==> src/dms_map.svh <==
`ifndef DMS_MAP_SVH
`define DMS_MAP_SVH

// Special-function addresses decoded by this block.
`define DMS_CCR_ADDR  8'h8E
`define DMS_PSEL_ADDR 8'h86

// Reset values: stretch of one, first data pointer selected.
`define DMS_CCR_RST   8'h01
`define DMS_PSEL_RST  1'b0

// Stretch field position inside the clock control register.
`define DMS_STR_MSB   2
`define DMS_STR_LSB   0

// Pointer select bit position inside its register.
`define DMS_PSEL_BIT  0

// Oscillator clocks in one machine cycle, and its last quarter.
`define DMS_MC_CLKS   6'h04
`define DMS_Q_LAST    2'h3

// Default size of on-chip data memory in bytes.
`define DMS_ONCHIP    1024

`endif

==> src/dms_pkg.sv <==
package dms_pkg;

  // One byte of the special-function space or of the bus.
  typedef logic [7:0] dms_byte_t;

  // A 16-bit data-memory address.
  typedef logic [15:0] dms_addr_t;

  // The 3-bit stretch setting.
  typedef logic [2:0] dms_stretch_t;

  // Sequencer state.
  typedef enum logic {
    DMS_IDLE = 1'b0,
    DMS_RUN  = 1'b1
  } dms_state_t;

endpackage

==> src/dms_if.sv <==
// Machine-cycle phase shared between the phase counter and the sequencer.
interface dms_phase_if;
  logic [1:0] quarter;
  logic       mc_end;
  modport gen (output quarter, output mc_end);
  modport use_ph (input quarter, input mc_end);
endinterface

// Address selection request and result.
interface dms_addr_if;
  import dms_pkg::*;
  logic      use_ri;
  dms_byte_t ri_val;
  dms_byte_t p2_val;
  dms_addr_t dp0;
  dms_addr_t dp1;
  logic      psel;
  dms_addr_t addr;
  logic      ext;
  modport host (output use_ri, output ri_val, output p2_val,
                output dp0, output dp1, output psel,
                input addr, input ext);
  modport sel (input use_ri, input ri_val, input p2_val,
               input dp0, input dp1, input psel,
               output addr, output ext);
endinterface

==> src/dms_addr_sel.sv <==
`include "dms_map.svh"
module dms_addr_sel #(
  parameter int unsigned ONCHIP_BYTES = `DMS_ONCHIP
) (
  dms_addr_if.sel ai // Addressing mode in, address and routing out.
);
  import dms_pkg::*;

  dms_addr_t ptr;

  // Pointer choice follows the select bit.
  assign ptr = ai.psel ? ai.dp1 : ai.dp0;
  // Register-indirect takes the high byte from the port 2 latch.
  assign ai.addr = ai.use_ri ? {ai.p2_val, ai.ri_val} : ptr;
  // Anything at or above the on-chip top goes off-chip.
  assign ai.ext = ({1'b0, ai.addr} >= 17'(ONCHIP_BYTES));
endmodule

==> src/dms_ctrl.sv <==
`include "dms_map.svh"
module dms_ctrl #(
  parameter int unsigned ONCHIP_BYTES = `DMS_ONCHIP
) (
  input  wire logic          sys_clk,    // Oscillator clock.
  input  wire logic          rst_b,      // Synchronous reset, low.
  input  wire logic          clk_en,     // Freezes all state when low.
  input  wire dms_pkg::dms_byte_t sfr_addr,  // Register address.
  input  wire dms_pkg::dms_byte_t sfr_wdata, // Register write data.
  input  wire logic          sfr_wr,     // Register write strobe.
  input  wire logic          sfr_rd,     // Register read strobe.
  output dms_pkg::dms_byte_t sfr_rdata,  // Register read data.
  input  wire logic          xfer_req,   // Start a data move.
  input  wire logic          xfer_wr,    // Move is a write.
  input  wire logic          xfer_ri,    // Register-indirect mode.
  input  wire dms_pkg::dms_byte_t ri_val,    // Working register value.
  input  wire dms_pkg::dms_byte_t p2_latch,  // Port 2 latch value.
  input  wire dms_pkg::dms_addr_t dptr0,     // First data pointer.
  input  wire dms_pkg::dms_addr_t dptr1,     // Second data pointer.
  input  wire dms_pkg::dms_addr_t fetch_addr, // Opcode fetch address.
  input  wire dms_pkg::dms_byte_t xfer_wdata, // Data to write.
  output logic               xfer_busy,  // Move in progress.
  output logic               xfer_done,  // Move finished, one clock.
  output dms_pkg::dms_byte_t xfer_rdata, // Data read.
  output logic               ale,        // Address latch strobe.
  output logic               psen_b,     // Program read strobe, low.
  output logic               rd_b,       // Data read strobe, low.
  output logic               wr_b,       // Data write strobe, low.
  output dms_pkg::dms_byte_t p0_out,     // Port 0 output value.
  output logic               p0_oe,      // Port 0 driven.
  input  wire dms_pkg::dms_byte_t p0_in,     // Port 0 pin level.
  output dms_pkg::dms_byte_t p2_out,     // Port 2 output value.
  output dms_pkg::dms_addr_t int_addr,   // On-chip memory address.
  output logic               int_rd,     // On-chip read strobe.
  output logic               int_wr,     // On-chip write strobe.
  output dms_pkg::dms_byte_t int_wdata,  // On-chip write data.
  input  wire dms_pkg::dms_byte_t int_rdata  // On-chip read data.
);
  import dms_pkg::*;

  // Strobe start, counted in clocks from the data ALE clock.
  function automatic logic [5:0] str_start(input dms_stretch_t s);
    return (s == 3'h0) ? 6'h01 : 6'h02;
  endfunction

  // Strobe width; stretch zero is the odd one, not four per step.
  function automatic logic [5:0] str_len(input dms_stretch_t s);
    return (s == 3'h0) ? 6'h02 : {1'b0, s, 2'b00};
  endfunction

  // Clocks in the whole instruction: stretch plus two cycles.
  function automatic logic [5:0] ins_clks(input dms_stretch_t s);
    return {1'b0, s, 2'b00} + (`DMS_MC_CLKS << 1);
  endfunction

  dms_phase_if ph ();
  dms_addr_if  ai ();

  dms_phase u_phase (
    .sys_clk (sys_clk),
    .rst_b   (rst_b),
    .clk_en  (clk_en),
    .ph      (ph)
  );

  dms_addr_sel #(.ONCHIP_BYTES(ONCHIP_BYTES)) u_addr (
    .ai (ai)
  );

  dms_byte_t    ccr_r;
  logic         psel_r;
  dms_state_t   st_r;
  logic [5:0]   cnt_r;
  dms_stretch_t stl_r;
  logic         wr_l_r;
  logic         ext_l_r;
  dms_addr_t    addr_l_r;
  dms_byte_t    wdat_l_r;

  // Address selection runs off the live pointers and select bit.
  assign ai.use_ri = xfer_ri;
  assign ai.ri_val = ri_val;
  assign ai.p2_val = p2_latch;
  assign ai.dp0    = dptr0;
  assign ai.dp1    = dptr1;
  assign ai.psel   = psel_r;

  // Register decode; only the two owned addresses answer.
  logic ccr_hit;
  logic psel_hit;
  dms_stretch_t str_set;
  assign ccr_hit  = (sfr_addr == `DMS_CCR_ADDR);
  assign psel_hit = (sfr_addr == `DMS_PSEL_ADDR);
  assign str_set  = ccr_r[`DMS_STR_MSB:`DMS_STR_LSB];

  // Whole byte is stored, so upper bits survive stretch updates.
  always_ff @(posedge sys_clk) begin
    if (!rst_b) begin
      ccr_r  <= `DMS_CCR_RST;
      psel_r <= `DMS_PSEL_RST;
    end else if (clk_en && sfr_wr) begin
      if (ccr_hit) begin
        ccr_r <= sfr_wdata;
      end
      if (psel_hit) begin
        psel_r <= sfr_wdata[`DMS_PSEL_BIT];
      end
    end
  end

  // Read mux; other pointer-select bits read as zero.
  dms_byte_t rd_nxt;
  always_comb begin
    rd_nxt = 8'h00;
    if (ccr_hit) begin
      rd_nxt = ccr_r;
    end else if (psel_hit) begin
      rd_nxt = {7'h00, psel_r};
    end
  end

  always_ff @(posedge sys_clk) begin
    if (!rst_b) begin
      sfr_rdata <= 8'h00;
    end else if (clk_en && sfr_rd) begin
      sfr_rdata <= rd_nxt;
    end
  end

  // A move starts only on a machine-cycle boundary.
  logic go;
  logic run;
  logic last;
  assign run  = (st_r == DMS_RUN);
  assign go   = !run && xfer_req && ph.mc_end;
  assign last = run && (cnt_r == ins_clks(stl_r) - 6'h01);

  // Sequencer; stretch, mode and address are frozen per move, so a
  // rewrite mid-move only touches the next one.
  always_ff @(posedge sys_clk) begin
    if (!rst_b) begin
      st_r     <= DMS_IDLE;
      cnt_r    <= 6'h00;
      stl_r    <= 3'h0;
      wr_l_r   <= 1'b0;
      ext_l_r  <= 1'b0;
      addr_l_r <= 16'h0000;
      wdat_l_r <= 8'h00;
    end else if (clk_en) begin
      case (st_r)
        DMS_IDLE: begin
          if (go) begin
            st_r     <= DMS_RUN;
            cnt_r    <= 6'h00;
            stl_r    <= str_set;
            wr_l_r   <= xfer_wr;
            ext_l_r  <= ai.ext;
            addr_l_r <= ai.addr;
            wdat_l_r <= xfer_wdata;
          end
        end
        DMS_RUN: begin
          cnt_r <= cnt_r + 6'h01;
          if (last) begin
            st_r <= DMS_IDLE;
          end
        end
        default: st_r <= DMS_IDLE;
      endcase
    end
  end

  // Clock index inside the data part of the move.
  logic       fet;
  logic [5:0] dc;
  logic       strb;
  assign fet  = run && (cnt_r < `DMS_MC_CLKS);
  assign dc   = cnt_r - `DMS_MC_CLKS;
  // Strobe sits after the setup clocks, one at stretch zero and two otherwise; stretch also sets its width.
  assign strb = run && !fet && (dc >= str_start(stl_r)) &&
                (dc < str_start(stl_r) + str_len(stl_r));

  // Fetch cycle is fixed: ALE at clock 0, program read at 1 and 2.
  logic ale_nxt;
  logic psen_nxt;
  assign ale_nxt  = run && ((cnt_r == 6'h00) ||
                    (!fet && ext_l_r && dc == 6'h00));
  assign psen_nxt = fet && (cnt_r == 6'h01 || cnt_r == 6'h02);

  // Port 0 carries address first, then write data through hold.
  logic      p0oe_nxt;
  dms_byte_t p0_nxt;
  dms_byte_t p2_nxt;
  assign p0oe_nxt = run && ((cnt_r == 6'h00) ||
                    (!fet && ext_l_r && (dc == 6'h00 || wr_l_r)));
  assign p0_nxt   = (cnt_r == 6'h00) ? fetch_addr[7:0] :
                    (dc == 6'h00) ? addr_l_r[7:0] : wdat_l_r;
  assign p2_nxt   = fet ? fetch_addr[15:8] :
                    run ? addr_l_r[15:8] : p2_latch;

  // Read data is taken while the strobe output is still active.
  logic cap;
  assign cap = run && !fet && !wr_l_r &&
               (dc == str_start(stl_r) + str_len(stl_r));

  // All pins and handshakes come straight from flip-flops.
  always_ff @(posedge sys_clk) begin
    if (!rst_b) begin
      ale    <= 1'b0;
      psen_b <= 1'b1;
      rd_b   <= 1'b1;
      wr_b   <= 1'b1;
      p0_oe  <= 1'b0;
      p0_out <= 8'h00;
      p2_out <= 8'h00;
    end else if (clk_en) begin
      ale    <= ale_nxt;
      psen_b <= !psen_nxt;
      rd_b   <= !(strb && ext_l_r && !wr_l_r);
      wr_b   <= !(strb && ext_l_r && wr_l_r);
      p0_oe  <= p0oe_nxt;
      p0_out <= p0_nxt;
      p2_out <= p2_nxt;
    end
  end

  // On-chip accesses get the same strobe timing; only their high address byte reaches a pin, on port 2.
  always_ff @(posedge sys_clk) begin
    if (!rst_b) begin
      int_rd    <= 1'b0;
      int_wr    <= 1'b0;
      int_addr  <= 16'h0000;
      int_wdata <= 8'h00;
    end else if (clk_en) begin
      int_rd    <= strb && !ext_l_r && !wr_l_r;
      int_wr    <= strb && !ext_l_r && wr_l_r;
      int_addr  <= addr_l_r;
      int_wdata <= wdat_l_r;
    end
  end

  // Handshake back to the core.
  always_ff @(posedge sys_clk) begin
    if (!rst_b) begin
      xfer_busy  <= 1'b0;
      xfer_done  <= 1'b0;
      xfer_rdata <= 8'h00;
    end else if (clk_en) begin
      xfer_busy <= (run && !last) || go;
      xfer_done <= last;
      if (cap) begin
        xfer_rdata <= ext_l_r ? p0_in : int_rdata;
      end
    end
  end

  // Helper counters for the checks below; they only move with clk_en.
  logic       sto;
  logic [5:0] str_w_r;
  logic [5:0] since_ale_r;
  logic [5:0] ins_w_r;
  assign sto = !rd_b || !wr_b || int_rd || int_wr;
  // On-chip moves have no data ALE, so the data cycle's first pin clock
  // restarts the set-up count as well.
  logic dstart;
  assign dstart = run && (cnt_r == `DMS_MC_CLKS + 6'h01);

  always_ff @(posedge sys_clk) begin
    if (!rst_b) begin
      str_w_r     <= 6'h00;
      since_ale_r <= 6'h00;
      ins_w_r     <= 6'h00;
    end else if (clk_en) begin
      str_w_r     <= sto ? str_w_r + 6'h01 : 6'h00;
      since_ale_r <= (ale || dstart) ? 6'h01 : since_ale_r + 6'h01;
      ins_w_r     <= xfer_busy ? ins_w_r + 6'h01 : 6'h00;
    end
  end
endmodule

==> src/dms_phase.sv <==
`include "dms_map.svh"
module dms_phase (
  input wire logic sys_clk, // Oscillator clock.
  input wire logic rst_b,   // Synchronous reset, active low.
  input wire logic clk_en,  // Freezes the count while low.
  dms_phase_if.gen ph       // Quarter of the machine cycle.
);
  import dms_pkg::*;

  logic [1:0] q_r;

  // Four oscillator clocks make one machine cycle.
  always_ff @(posedge sys_clk) begin
    if (!rst_b) begin
      q_r <= 2'h0;
    end else if (clk_en) begin
      q_r <= q_r + 2'h1;
    end
  end

  assign ph.quarter = q_r;
  assign ph.mc_end  = (q_r == `DMS_Q_LAST);
endmodule

==> config.mk <==
export PLATFORM = sky130hd
export DESIGN_NAME = dms_ctrl
export DESIGN_NICKNAME = d
export VERILOG_FILES = /design/src/dms_pkg.sv /design/src/dms_if.sv /design/src/dms_addr_sel.sv /design/src/dms_ctrl.sv /design/src/dms_phase.sv
export VERILOG_INCLUDE_DIRS = /design/src
export SDC_FILE = /design/constraint.sdc
export NUM_CORES = 1
export LEC_CHECK = 0
export ABC_CLOCK_PERIOD_IN_PS = 2940
export BUFFER_PORTS_ARGS = -buffer_cell sky130_fd_sc_hd__buf_2
export CAP_MARGIN = 25
export CORE_MARGIN = 8
export CORE_UTILIZATION = 25
export CTS_BUF_LIST = sky130_fd_sc_hd__clkbuf_16
export DETAILED_ROUTE_END_ITERATION = 7
export GPL_TIMING_DRIVEN = 0
export PLACE_DENSITY = 0.46
export SYNTH_ARGS = -nofsm -noshare
export SYNTH_HDL_FRONTEND = slang
export SYNTH_HIERARCHICAL = 1
export SYNTH_SLANG_ARGS = --single-unit
==> constraint.sdc <==
create_clock -name sys_clk -period 2.94 [get_ports sys_clk]
set_input_delay 0.588 -clock sys_clk [delete_from_list [all_inputs] [get_ports sys_clk]]
set_output_delay 0.588 -clock sys_clk [all_outputs]
set_load 0.005 [all_outputs]
After elaboration in Yosys (flattened, before gate mapping):

Index checks and enable logic that the tools add are counted.

* bitwise gates (word level): 1
* order comparisons: 4
* eq/ne operators: 8
* mux-type cells: 16
* add/sub/neg operators: 6
* reductions and logical operators: 45

Operators with widths (count)
* 2-to-1 mux 8 bit: 6
* 2-to-1 mux 16 bit: 2
* logical AND 1 bit: 24
* == test 8 bit, second input constant: 2
* >= comparator 16 x 11 -> 1 bit, second input constant: 1
* == test 6 bit: 2
* logical NOT 6 bit: 2
* one-hot mux 6 bit (2 select lines): 1
* logical NOT 1 bit: 8
* AND reduction 2 bit: 4
* adder 2 x 5 -> 6 bit: 1
* adder 5 x 4 -> 6 bit, second input constant: 1
* adder 6 x 1 -> 6 bit, second input constant: 1
* == test 6 x 1 -> 1 bit, second input constant: 1
* == test 6 x 2 -> 1 bit, second input constant: 1
* >= comparator 6 bit: 1
* less-than comparator 6 x 3 -> 1 bit, second input constant: 1
* less-than comparator 6 bit: 1
* 2-to-1 mux 6 bit: 1
* subtractor 6 x 1 -> 6 bit, second input constant: 1
* subtractor 6 x 3 -> 6 bit, second input constant: 1
* logical OR 1 bit: 5
* 2-to-1 mux 5 bit: 1
* logical NOT 3 bit: 1
* other kinds (8): 10

* input port bits: 112
* word-level logic and storage cells: 105
* output and inout bits: 65
* register bits: 112

Depth between registers and ports, before layout:

Gate-level depths: netlist (run 1).

* depth after elaboration: 9
* depth in mapped cells: 12

By module:

Netlist (run 1), hierarchy kept.

By module, submodules not included
* dms_ctrl: cells each 546, times used 1, area each 4992.3 µm²
* dms_addr_sel: cells each 56, times used 1, area each 346.6 µm²
* dms_phase: cells each 7, times used 1, area each 83.8 µm²

Worst setup path before layout (run 1):

OpenSTA, ideal clock, no wires.

* path type: register to register
* start point: reg cnt_r[2]
* end point: reg xfer_rdata[5]
* buffers on the path: 2
* stages on the path, launching flop included: 12
* setup time: 0.116 ns
* slack: 0.668 ns
* clock period less this slack: 2.272 ns
* arrival: 2.156 ns
* cells stage by stage: dfxtp_1 inv_1 ha_1 xor2_1 ha_1 nand4_1 nor3b_1 and3_4 buf_6 buf_6 nand2_1 o211a_1

* longest elaborated chain between the ends: 7
* elaborated cells on any way between the ends: 9
* classes of those cells: 1 x add/sub; 1 x order compare; 1 x eq/ne; 6 x reduce/logical

Ends and longest elaborated chain
* from (decl): RTL line dms_ctrl.sv:73 `logic [5:0] cnt_r;`
* from (signal assigned): RTL line dms_ctrl.sv:163 `cnt_r <= cnt_r + 6'h01;`
* branches (longest 5 deep; another with subtractor 6 x 3 -> 6 bit)
* logical AND 1 bit (*): RTL line dms_ctrl.sv:203 `assign cap = run && !fet && !wr_l_r &&`
* AND reduction 2 bit (no source line) (*)
* to (signal assigned): RTL line dms_ctrl.sv:252 `xfer_rdata <= ext_l_r ? p0_in : int_rdata;`
* to (decl): RTL line dms_ctrl.sv:24 `output dms_pkg::dms_byte_t xfer_rdata,`

Mark *: on every way between the ends.
A chain may end at the register's enable or synchronous reset.

Worst setup path in the final report (run 1):

Ends and elaborated chain as after synthesis.

==> results of run 1 <==
==> layer usage <==
| metal | vias up | GRT usage (%) | share of wire [%] |
|---|---|---|---|
| li1 | 2471 | - | - |
| met1 | 2189 | 17.6 | 47 |
| met2 | 112 | 21.5 | 45 |
| met3 | 9 | 4.61 | 6.6 |
| met4 | 0 | 2.63 | 0.69 |
| met5 | - | 0 | 0 |
==> final cells by class <==
type	count	share of cell area (%)
plain buffers	40	2.87
flip-flops and latches	112	32.2
multi-input cells	443	42.0
inverters	14	0.754
clock buffers	9	3.23
repair buffers	176	12.6
clock inverters	6	1.33
well taps	280	5.03
==> cell usage in the layout, fill, tap and decap left out, types with 2 or more instances in the layout <==
cell type / Yosys / layout
sky130_fd_sc_hd__buf_1: 2 / 2
sky130_fd_sc_hd__o21ai_1: 7 / 7
sky130_fd_sc_hd__nor3b_1: 2 / 2
sky130_fd_sc_hd__o2111ai_1: 2 / 2
sky130_fd_sc_hd__a21boi_0: 29 / 29
sky130_fd_sc_hd__nor2b_1: 47 / 47
sky130_fd_sc_hd__and2_1: 5 / 5
sky130_fd_sc_hd__nor3_1: 13 / 13
sky130_fd_sc_hd__nand3b_1: 8 / 8
sky130_fd_sc_hd__clkinvlp_4: 0 / 2
sky130_fd_sc_hd__ha_1: 17 / 17
sky130_fd_sc_hd__bufinv_16: 0 / 2
sky130_fd_sc_hd__nand4_1: 4 / 4
sky130_fd_sc_hd__buf_2: 10 / 186
sky130_fd_sc_hd__buf_6: 4 / 4
sky130_fd_sc_hd__nand4b_1: 2 / 2
sky130_fd_sc_hd__o221ai_1: 8 / 8
sky130_fd_sc_hd__nand3_1: 3 / 3
sky130_fd_sc_hd__clkbuf_16: 0 / 9
sky130_fd_sc_hd__a21oi_1: 14 / 14
sky130_fd_sc_hd__a22oi_1: 8 / 8
sky130_fd_sc_hd__o21ai_0: 30 / 30
sky130_fd_sc_hd__nor2_1: 17 / 17
sky130_fd_sc_hd__inv_1: 13 / 13
sky130_fd_sc_hd__o211a_1: 8 / 8
sky130_fd_sc_hd__buf_4: 2 / 2
sky130_fd_sc_hd__clkbuf_1: 22 / 22
sky130_fd_sc_hd__xor2_1: 5 / 5
sky130_fd_sc_hd__nand2b_1: 2 / 2
sky130_fd_sc_hd__nand2_1: 116 / 116
sky130_fd_sc_hd__dfxtp_1: 112 / 112
sky130_fd_sc_hd__mux2i_1: 67 / 67
sky130_fd_sc_hd__xnor2_1: 6 / 6
==> power by group <==
group | internal (mW) | leakage [nW] | total, mW | switching, mW
sequential | 1.54 | 0.906 | 1.55 | 0.0120
clock | 0.748 | 0.148 | 1.35 | 0.598
combinational | 0.124 | 1.99 | 0.259 | 0.135
total | 2.41 | 3.04 | 3.15 | 0.745
==> cells in the mapped netlist (all sizes together), types with 2 or more instances <==
cell type	count
nand4b	2
nand3b	8
inv	13
xor2	5
nand4	4
buf	18
nand3	3
and2	5
ha	17
nor3	14
dfxtp	112
a21oi	14
xnor2	6
o211a	8
nor2b	47
clkbuf	22
nor3b	3
a21boi	29
nand2	116
nand2b	2
o221ai	8
nor2	18
o2111ai	2
mux2i	67
o21ai	37
a22oi	8
==> worst min-delay path, cell delays in order, from the launching register on <==
cell and delay [ns]:
sky130_fd_sc_hd__dfxtp_1 0.31, sky130_fd_sc_hd__nand2_1 0.05, sky130_fd_sc_hd__o21ai_1 0.05
==> cell families (layout without fill, tap and decap cells) <==
group           count (synthesis)  in the layout  share of synthesized area (%)
simple gates                  229            229                           20.8
fa+ha+maj                      17             17                           3.92
compound gates                119            119                           15.1
flops                         112            112                           41.3
buf+inv                        54            245                           4.66
mux                            67             67                           12.4
xor+xnor                       11             11                           1.78
==> metrics by stage <==
| stage | hold slack [ns] | utilization, % | worst slack, ns | cell area [um^2] | power, mW |
|---|---|---|---|---|---|
| finish | 0.444 | 32.3 | 0.302 | 6970 | 3.15 |
| global route | 0.458 | 32.3 | 0.0648 | 6970 | 3.30 |
| CTS | 0.448 | 32.3 | 0.278 | 6970 | 3.20 |
| detailed placement | 0.439 | 30.9 | 0.287 | 6650 | 1.85 |
| global placement | 0.434 | 30.9 | 0.271 | 6650 | 1.84 |
| floorplan | 0.446 | - | 0.668 | 5420 | 1.70 |
==> worst min path at each step <==
| stage | slack, ns | endpoint |
|---|---|---|
| floorplan | 0.45 | p0_out[2]$_SDFFE_PN0P_ |
| global placement | 0.43 | p0_out[0]$_SDFFE_PN0P_ |
| detailed placement | 0.44 | p0_out[2]$_SDFFE_PN0P_ |
| CTS | 0.45 | u_phase/ph.quarter[0]$_SDFFE_PN0P_ |
| global route | 0.46 | ccr_r[0]$_SDFFE_PN1P_ |
| finish | 0.44 | p0_out[2]$_SDFFE_PN0P_ |
==> sequential cells by signal, indices dropped and copies added (netlist names), 8 cells and up <==
register    count
addr_l_r       16
ccr_r           8
int_addr       16
int_wdata       8
p0_out          8
p2_out          8
sfr_rdata       8
wdat_l_r        8
xfer_rdata      8
==> metrics.cfg, run 1 <==
[outcome]
status = finished, final reports clean

[cells_and_area]
seqCellArea_um2 = 2240
filler_cell_count = 2287
layout-drive-gt1-share_pct = 26.8
multi_input_area_um2 = 2930
antennaDiodeCount = 0
final_cells = 1080
syn_to_final_growth_pct = 28.6
fin_nets = 925

[sta]
max_freq_mhz = 379
setup_tns_final_ns = 0
clock_skew_ns = 0.00867
max-slew-margin-rel_pct = 52.9
layout_min_cycle_time_ns = 2.64
tightest_slew_ns = 0.707
grt_setup_unrepaired = false
post-route-period-util_pct = 89.7
finalSetupViolCount = 0
hold_violation_count_in_the_final_report = 0
maxSlewViolCount = 0

[clock_network]
cts_htree_levels = 3
cts_repair_resize_count = 0
clkLatencyLatePin_ns = 0.36
hold_buffers = 0
cts_tree = yes
cts.root.buffer_cell = sky130_fd_sc_hd__clkbuf_16
clkSlewWorstSetupHoldPaths_ns = 0.08
cts.sinks = 112
cts_buffers = 9
cts_max_path_buffers = 2
postCtsSetupBuffers = 0

[floorplanning]
initial_utilization_pct = 25.2
floorplan.io_pins = 177
die-width_um = 163
num_rows = 54
chipHeight_um = 163
placeable_core_region_um2 = 21600
design.die.area_um2 = 26700

[yosys]
synth.largest_area_cell = sky130_fd_sc_hd__dfxtp_1
ys_ff_latch = 112
synth_fp_nets = 738
most_used_flip_flop_cell_after_synthesis = sky130_fd_sc_hd__dfxtp_1
syn-instance-count = 609
ys_top_cells_by_area = sky130_fd_sc_hd__dfxtp_1 41%, sky130_fd_sc_hd__mux2i_1 12%, sky130_fd_sc_hd__nand2_1 8.0%
synth_enable_flop_cells = 0
async_reset_ff_share_pct = 0
syn-cell-area_um2 = 5420
yosysUniqueCellTypes = 54
yosys_warnings = 6
synth_top_area_share_pct = 41.3
synth_sequential_area_ratio_pct = 41.3
synthesis.area_per_instance_um2 = 8.90

[worst_hold_path]
hp-start = p0_out[2]$_SDFFE_PN0P_
worstHoldPathType = flip-flop to flip-flop
holdPathStages = 2

[worst_setup_path]
slowest_stage = sky130_fd_sc_hd__dfxtp_1
crit_path_end_kind = flip-flop
data_arrival_at_the_endpoint_of_the_critical_path_ns = 2.90
timing.critical_path.slowest_cell_delay_ns = 0.55
worstPathMaxFanout = 10
worst-r2r-cell-count = 11
cp.buffers_inverters = 3
crit_path_end = xfer_rdata[5]$_SDFFE_PN0P_
cp_top_family = adder cells
timing_startpoint_of_the_critical_path = cnt_r[2]$_SDFFE_PN0P_
worst-endpoint-required_ns = 3.20
critical_path.startpoint_type = flip-flop
regToRegSetupSlack_ns = 0.30
crit_path_cell_trace = inv_1 > ha_1 > xor2_1 > ha_1 > nand4_1 > nor3b_1 > and3_4 > buf_6 > buf_6 > nand2_1 > o211a_1
worstReg2RegEnd = xfer_rdata[5]$_SDFFE_PN0P_
critical_path_cell_count = 11
r2r_start = cnt_r[2]$_SDFFE_PN0P_
critical_path_class = flip-flop to flip-flop

[global_route]
total_overflow_reported_by_the_global_router = 0
grt_max_degree = 19
gr-usage-all-layers_pct = 13.5
grt_first_pass_wirelength_um = 28200
antenna_violations_before_repair = 0
vias_in_the_first_global_route = 4911

[detailed_routing]
viasPerCell = 4.43
detail_route.wl_per_cell_um = 16.7
drt_pass1_iterations = 4
vias = 4781
wl_um = 18100
detailedRoute.firstIterationViolations = 211
route.antenna.remaining_nets = 0
post_route_drc_violation_count = 0

[place]
place.port_buffers = 176
dp.cells = 1065
post-dp-hpwl_um = 14000
finalWeightedCongestion = 0.780

[run]
max_cap_violations = 0

[power_and_ir_drop]
total_leakage_power_nw = 3.04
power_per_cell_area_nw_per_um2 = 452
vdd.ir_drop.worst_mv = 0.243

Power figures use the tool's default switching activity.
==> run 2, diff against run 1 <==
- REMOVE_ABC_BUFFERS: default -> 1
==> run 2 against run 1 <==
Net effect: highest routed layer is now met5; sequential share of layout area rose by 0.33 points; largest cell class unchanged; combinational power fell by 7%; utilization fell by 0.33 points; die area did not move.
==> metrics.cfg, run 2 (same netlist as run 1, synthesis figures left out) <==
[floorplanning]
floorplan.io_pins = 177  ; unchanged
placeable_core_region_um2 = 21600  ; unchanged
initial_utilization_pct = 25.2  ; unchanged
num_rows = 54  ; unchanged
chipHeight_um = 163  ; unchanged
design.die.area_um2 = 26700  ; unchanged
die-width_um = 163  ; unchanged

[power_and_ir_drop]
power_per_cell_area_nw_per_um2 = 451  ; -0.24%
total_leakage_power_nw = 3.00  ; -1.4%
fin_total_pwr_mw = 3.11  ; -1.3%
vdd.ir_drop.worst_mv = 0.285  ; +17%

[clock_network]
clkLatencyLatePin_ns = 0.36  ; about the same
cts_repair_resize_count = 0  ; unchanged
cts_htree_levels = 3  ; unchanged
cts_max_path_buffers = 2  ; unchanged
hold_buffers = 0  ; unchanged
cts.sinks = 112  ; unchanged
postCtsSetupBuffers = 0  ; unchanged
clkSlewWorstSetupHoldPaths_ns = 0.08  ; about the same
cts_buffers = 9  ; unchanged
cts.root.buffer_cell = sky130_fd_sc_hd__clkbuf_16
cts_tree = yes

[global_route]
gr-usage-all-layers_pct = 12.5  ; -1.0 points
vias_in_the_first_global_route = 4890  ; -0.43%
grt_first_pass_wirelength_um = 26500  ; -5.8%
total_overflow_reported_by_the_global_router = 0  ; unchanged
antenna_violations_before_repair = 1  ; +1
grt_max_degree = 60  ; +41

[worst_setup_path]
worstPathMaxFanout = 16  ; +6
critical_path_class = flip-flop to flip-flop
timing.critical_path.slowest_cell_delay_ns = 0.54  ; about the same
regToRegSetupSlack_ns = 0.45  ; +0.14 ns
r2r_start = cnt_r[2]$_SDFFE_PN0P_
data_arrival_at_the_endpoint_of_the_critical_path_ns = 2.75  ; -0.15 ns
worst-endpoint-required_ns = 3.19  ; about the same
cp_common_cell = sky130_fd_sc_hd__ha_1
crit_path_end_kind = flip-flop
slowest_stage = sky130_fd_sc_hd__dfxtp_1
critical_path.startpoint_type = flip-flop
worst-r2r-cell-count = 9  ; -2
worstReg2RegEnd = xfer_rdata[1]$_SDFFE_PN0P_
crit_path_cell_trace = inv_1 > ha_1 > xor2_1 > ha_1 > nand4_1 > nor3b_1 > and3_4 > nand2_1 > o211a_1

[worst_hold_path]
holdPathStages = 2  ; unchanged
worstHoldPathType = flip-flop to flip-flop
worst_hold_path.endpoint = int_rd$_SDFFE_PN0P_
hp-start = int_rd$_SDFFE_PN0P_

[detailed_routing]
wl_um = 16500  ; -8.5%
route.antenna.remaining_nets = 0  ; unchanged
vias = 4614  ; -3.5%
post_route_drc_violation_count = 0  ; unchanged
detailedRoute.firstIterationViolations = 181  ; -14%
detail_route.wl_per_cell_um = 15.8  ; -5.8%
drt_pass1_iterations = 5  ; +1
viasPerCell = 4.40  ; -0.55%

[sta]
maxSlewViolCount = 0  ; unchanged
grt_setup_unrepaired = false
setup_ws_ns = 0.446  ; +0.143 ns
hold_violation_count_in_the_final_report = 0  ; unchanged
post-route-period-util_pct = 84.8  ; -4.9 points
tightest_slew_ns = 0.973  ; +0.266 ns
clock_skew_ns = 0.00972  ; +0.00106 ns
max_freq_mhz = 401  ; +5.7%
max-slew-margin-rel_pct = 35.0  ; -18 points
layout_min_cycle_time_ns = 2.49  ; -0.143 ns
setup_tns_final_ns = 0  ; unchanged
finalSetupViolCount = 0  ; unchanged

[cells_and_area]
seqCellArea_um2 = 2240  ; unchanged
filler_cell_count = 2312  ; +1.1%
syn_to_final_growth_pct = 27.2
multi_input_area_um2 = 2930  ; unchanged
final_cell_mix = 175 x sky130_fd_sc_hd__buf_2, 116 x sky130_fd_sc_hd__nand2_1, 112 x sky130_fd_sc_hd__dfxtp_1
reg_top3 = addr_l_r x16, int_addr x16
fin_nets = 892  ; -3.6%
layout-drive-gt1-share_pct = 26.8  ; +0.073 points
final_cells = 1048  ; -3.0%
layout_commonest_cell = sky130_fd_sc_hd__buf_2
antennaDiodeCount = 0  ; unchanged

[place]
place.port_buffers = 176  ; unchanged
dp.cells = 1031  ; -3.2%
post-dp-hpwl_um = 12300  ; -12%
dp_slack_ns = 0.398  ; +0.112 ns
finalWeightedCongestion = 0.742  ; -4.9%

[outcome]
status = finished, final reports clean

[run]
max_cap_violations = 0  ; unchanged

run 2: cell count changes in the layout (fill, tap and decap cells not counted), sizes merged:
cell	delta
clkbuf	-22
buf	-11
clkinvlp	-1
clkinv	+1
bufinv	-1
inv	+2
run 2: per-stage QoR:
stage	hold slack, ns	util, %	area [um^2]
global route	0.465	32.0	6900
finish	0.456	32.0	6900
floorplan	0.446	-	5220
global placement	0.430	29.9	6450
detailed placement	0.440	30.4	6560
CTS	0.455	31.9	6870
run 2: worst max-delay path, delay by kind of cell (launching register included):
family,cells,cell delay (ns)
xor+xnor,1,0.17
simple gates,4,0.70
compound gates,1,0.12
flops,1,0.54
buf+inv,1,0.20
fa+ha+maj,2,0.64
run 2: where the power goes:
group          total [mW]  internal (mW)  switching [mW]
sequential           1.55           1.54          0.0128
combinational       0.242          0.123           0.119
clock                1.32          0.681           0.641
total                3.11           2.34           0.773
run 2: area by class of cell:
class	instances	area share, %
multi-input cells	443	42.4
flip-flops and latches	112	32.5
repair buffers	183	14.7
well taps	280	5.08
clock buffers	9	3.26
clock inverters	7	1.25
inverters	14	0.762
run 2: per-layer routing:
metal  wire length [um]  share of wire (%)  track usage (%)  vias to the layer above
met3               1250                7.6             4.44                        9
met4                 63               0.38             3.00                        2
met2               7230                 44             19.3                      122
met5                 17               0.10                0                        -
li1                   -                  -                -                     2407
met1               7950                 48             16.4                     2074
run 2: worst max path at each step:
stage               slack (ns)                          to  depth (start not counted)                   from
floorplan                 0.78  xfer_rdata[0]$_SDFFE_PN0P_                          9  cnt_r[2]$_SDFFE_PN0P_
global placement         -1.30       cnt_r[5]$_SDFFE_PN0P_                          4                 clk_en
detailed placement        0.40  xfer_rdata[1]$_SDFFE_PN0P_                          9  cnt_r[2]$_SDFFE_PN0P_
CTS                       0.38  xfer_rdata[1]$_SDFFE_PN0P_                          9  cnt_r[2]$_SDFFE_PN0P_
global route              0.26  xfer_rdata[2]$_SDFFE_PN0P_                          9  cnt_r[2]$_SDFFE_PN0P_
finish                    0.45  xfer_rdata[1]$_SDFFE_PN0P_                          9  cnt_r[2]$_SDFFE_PN0P_
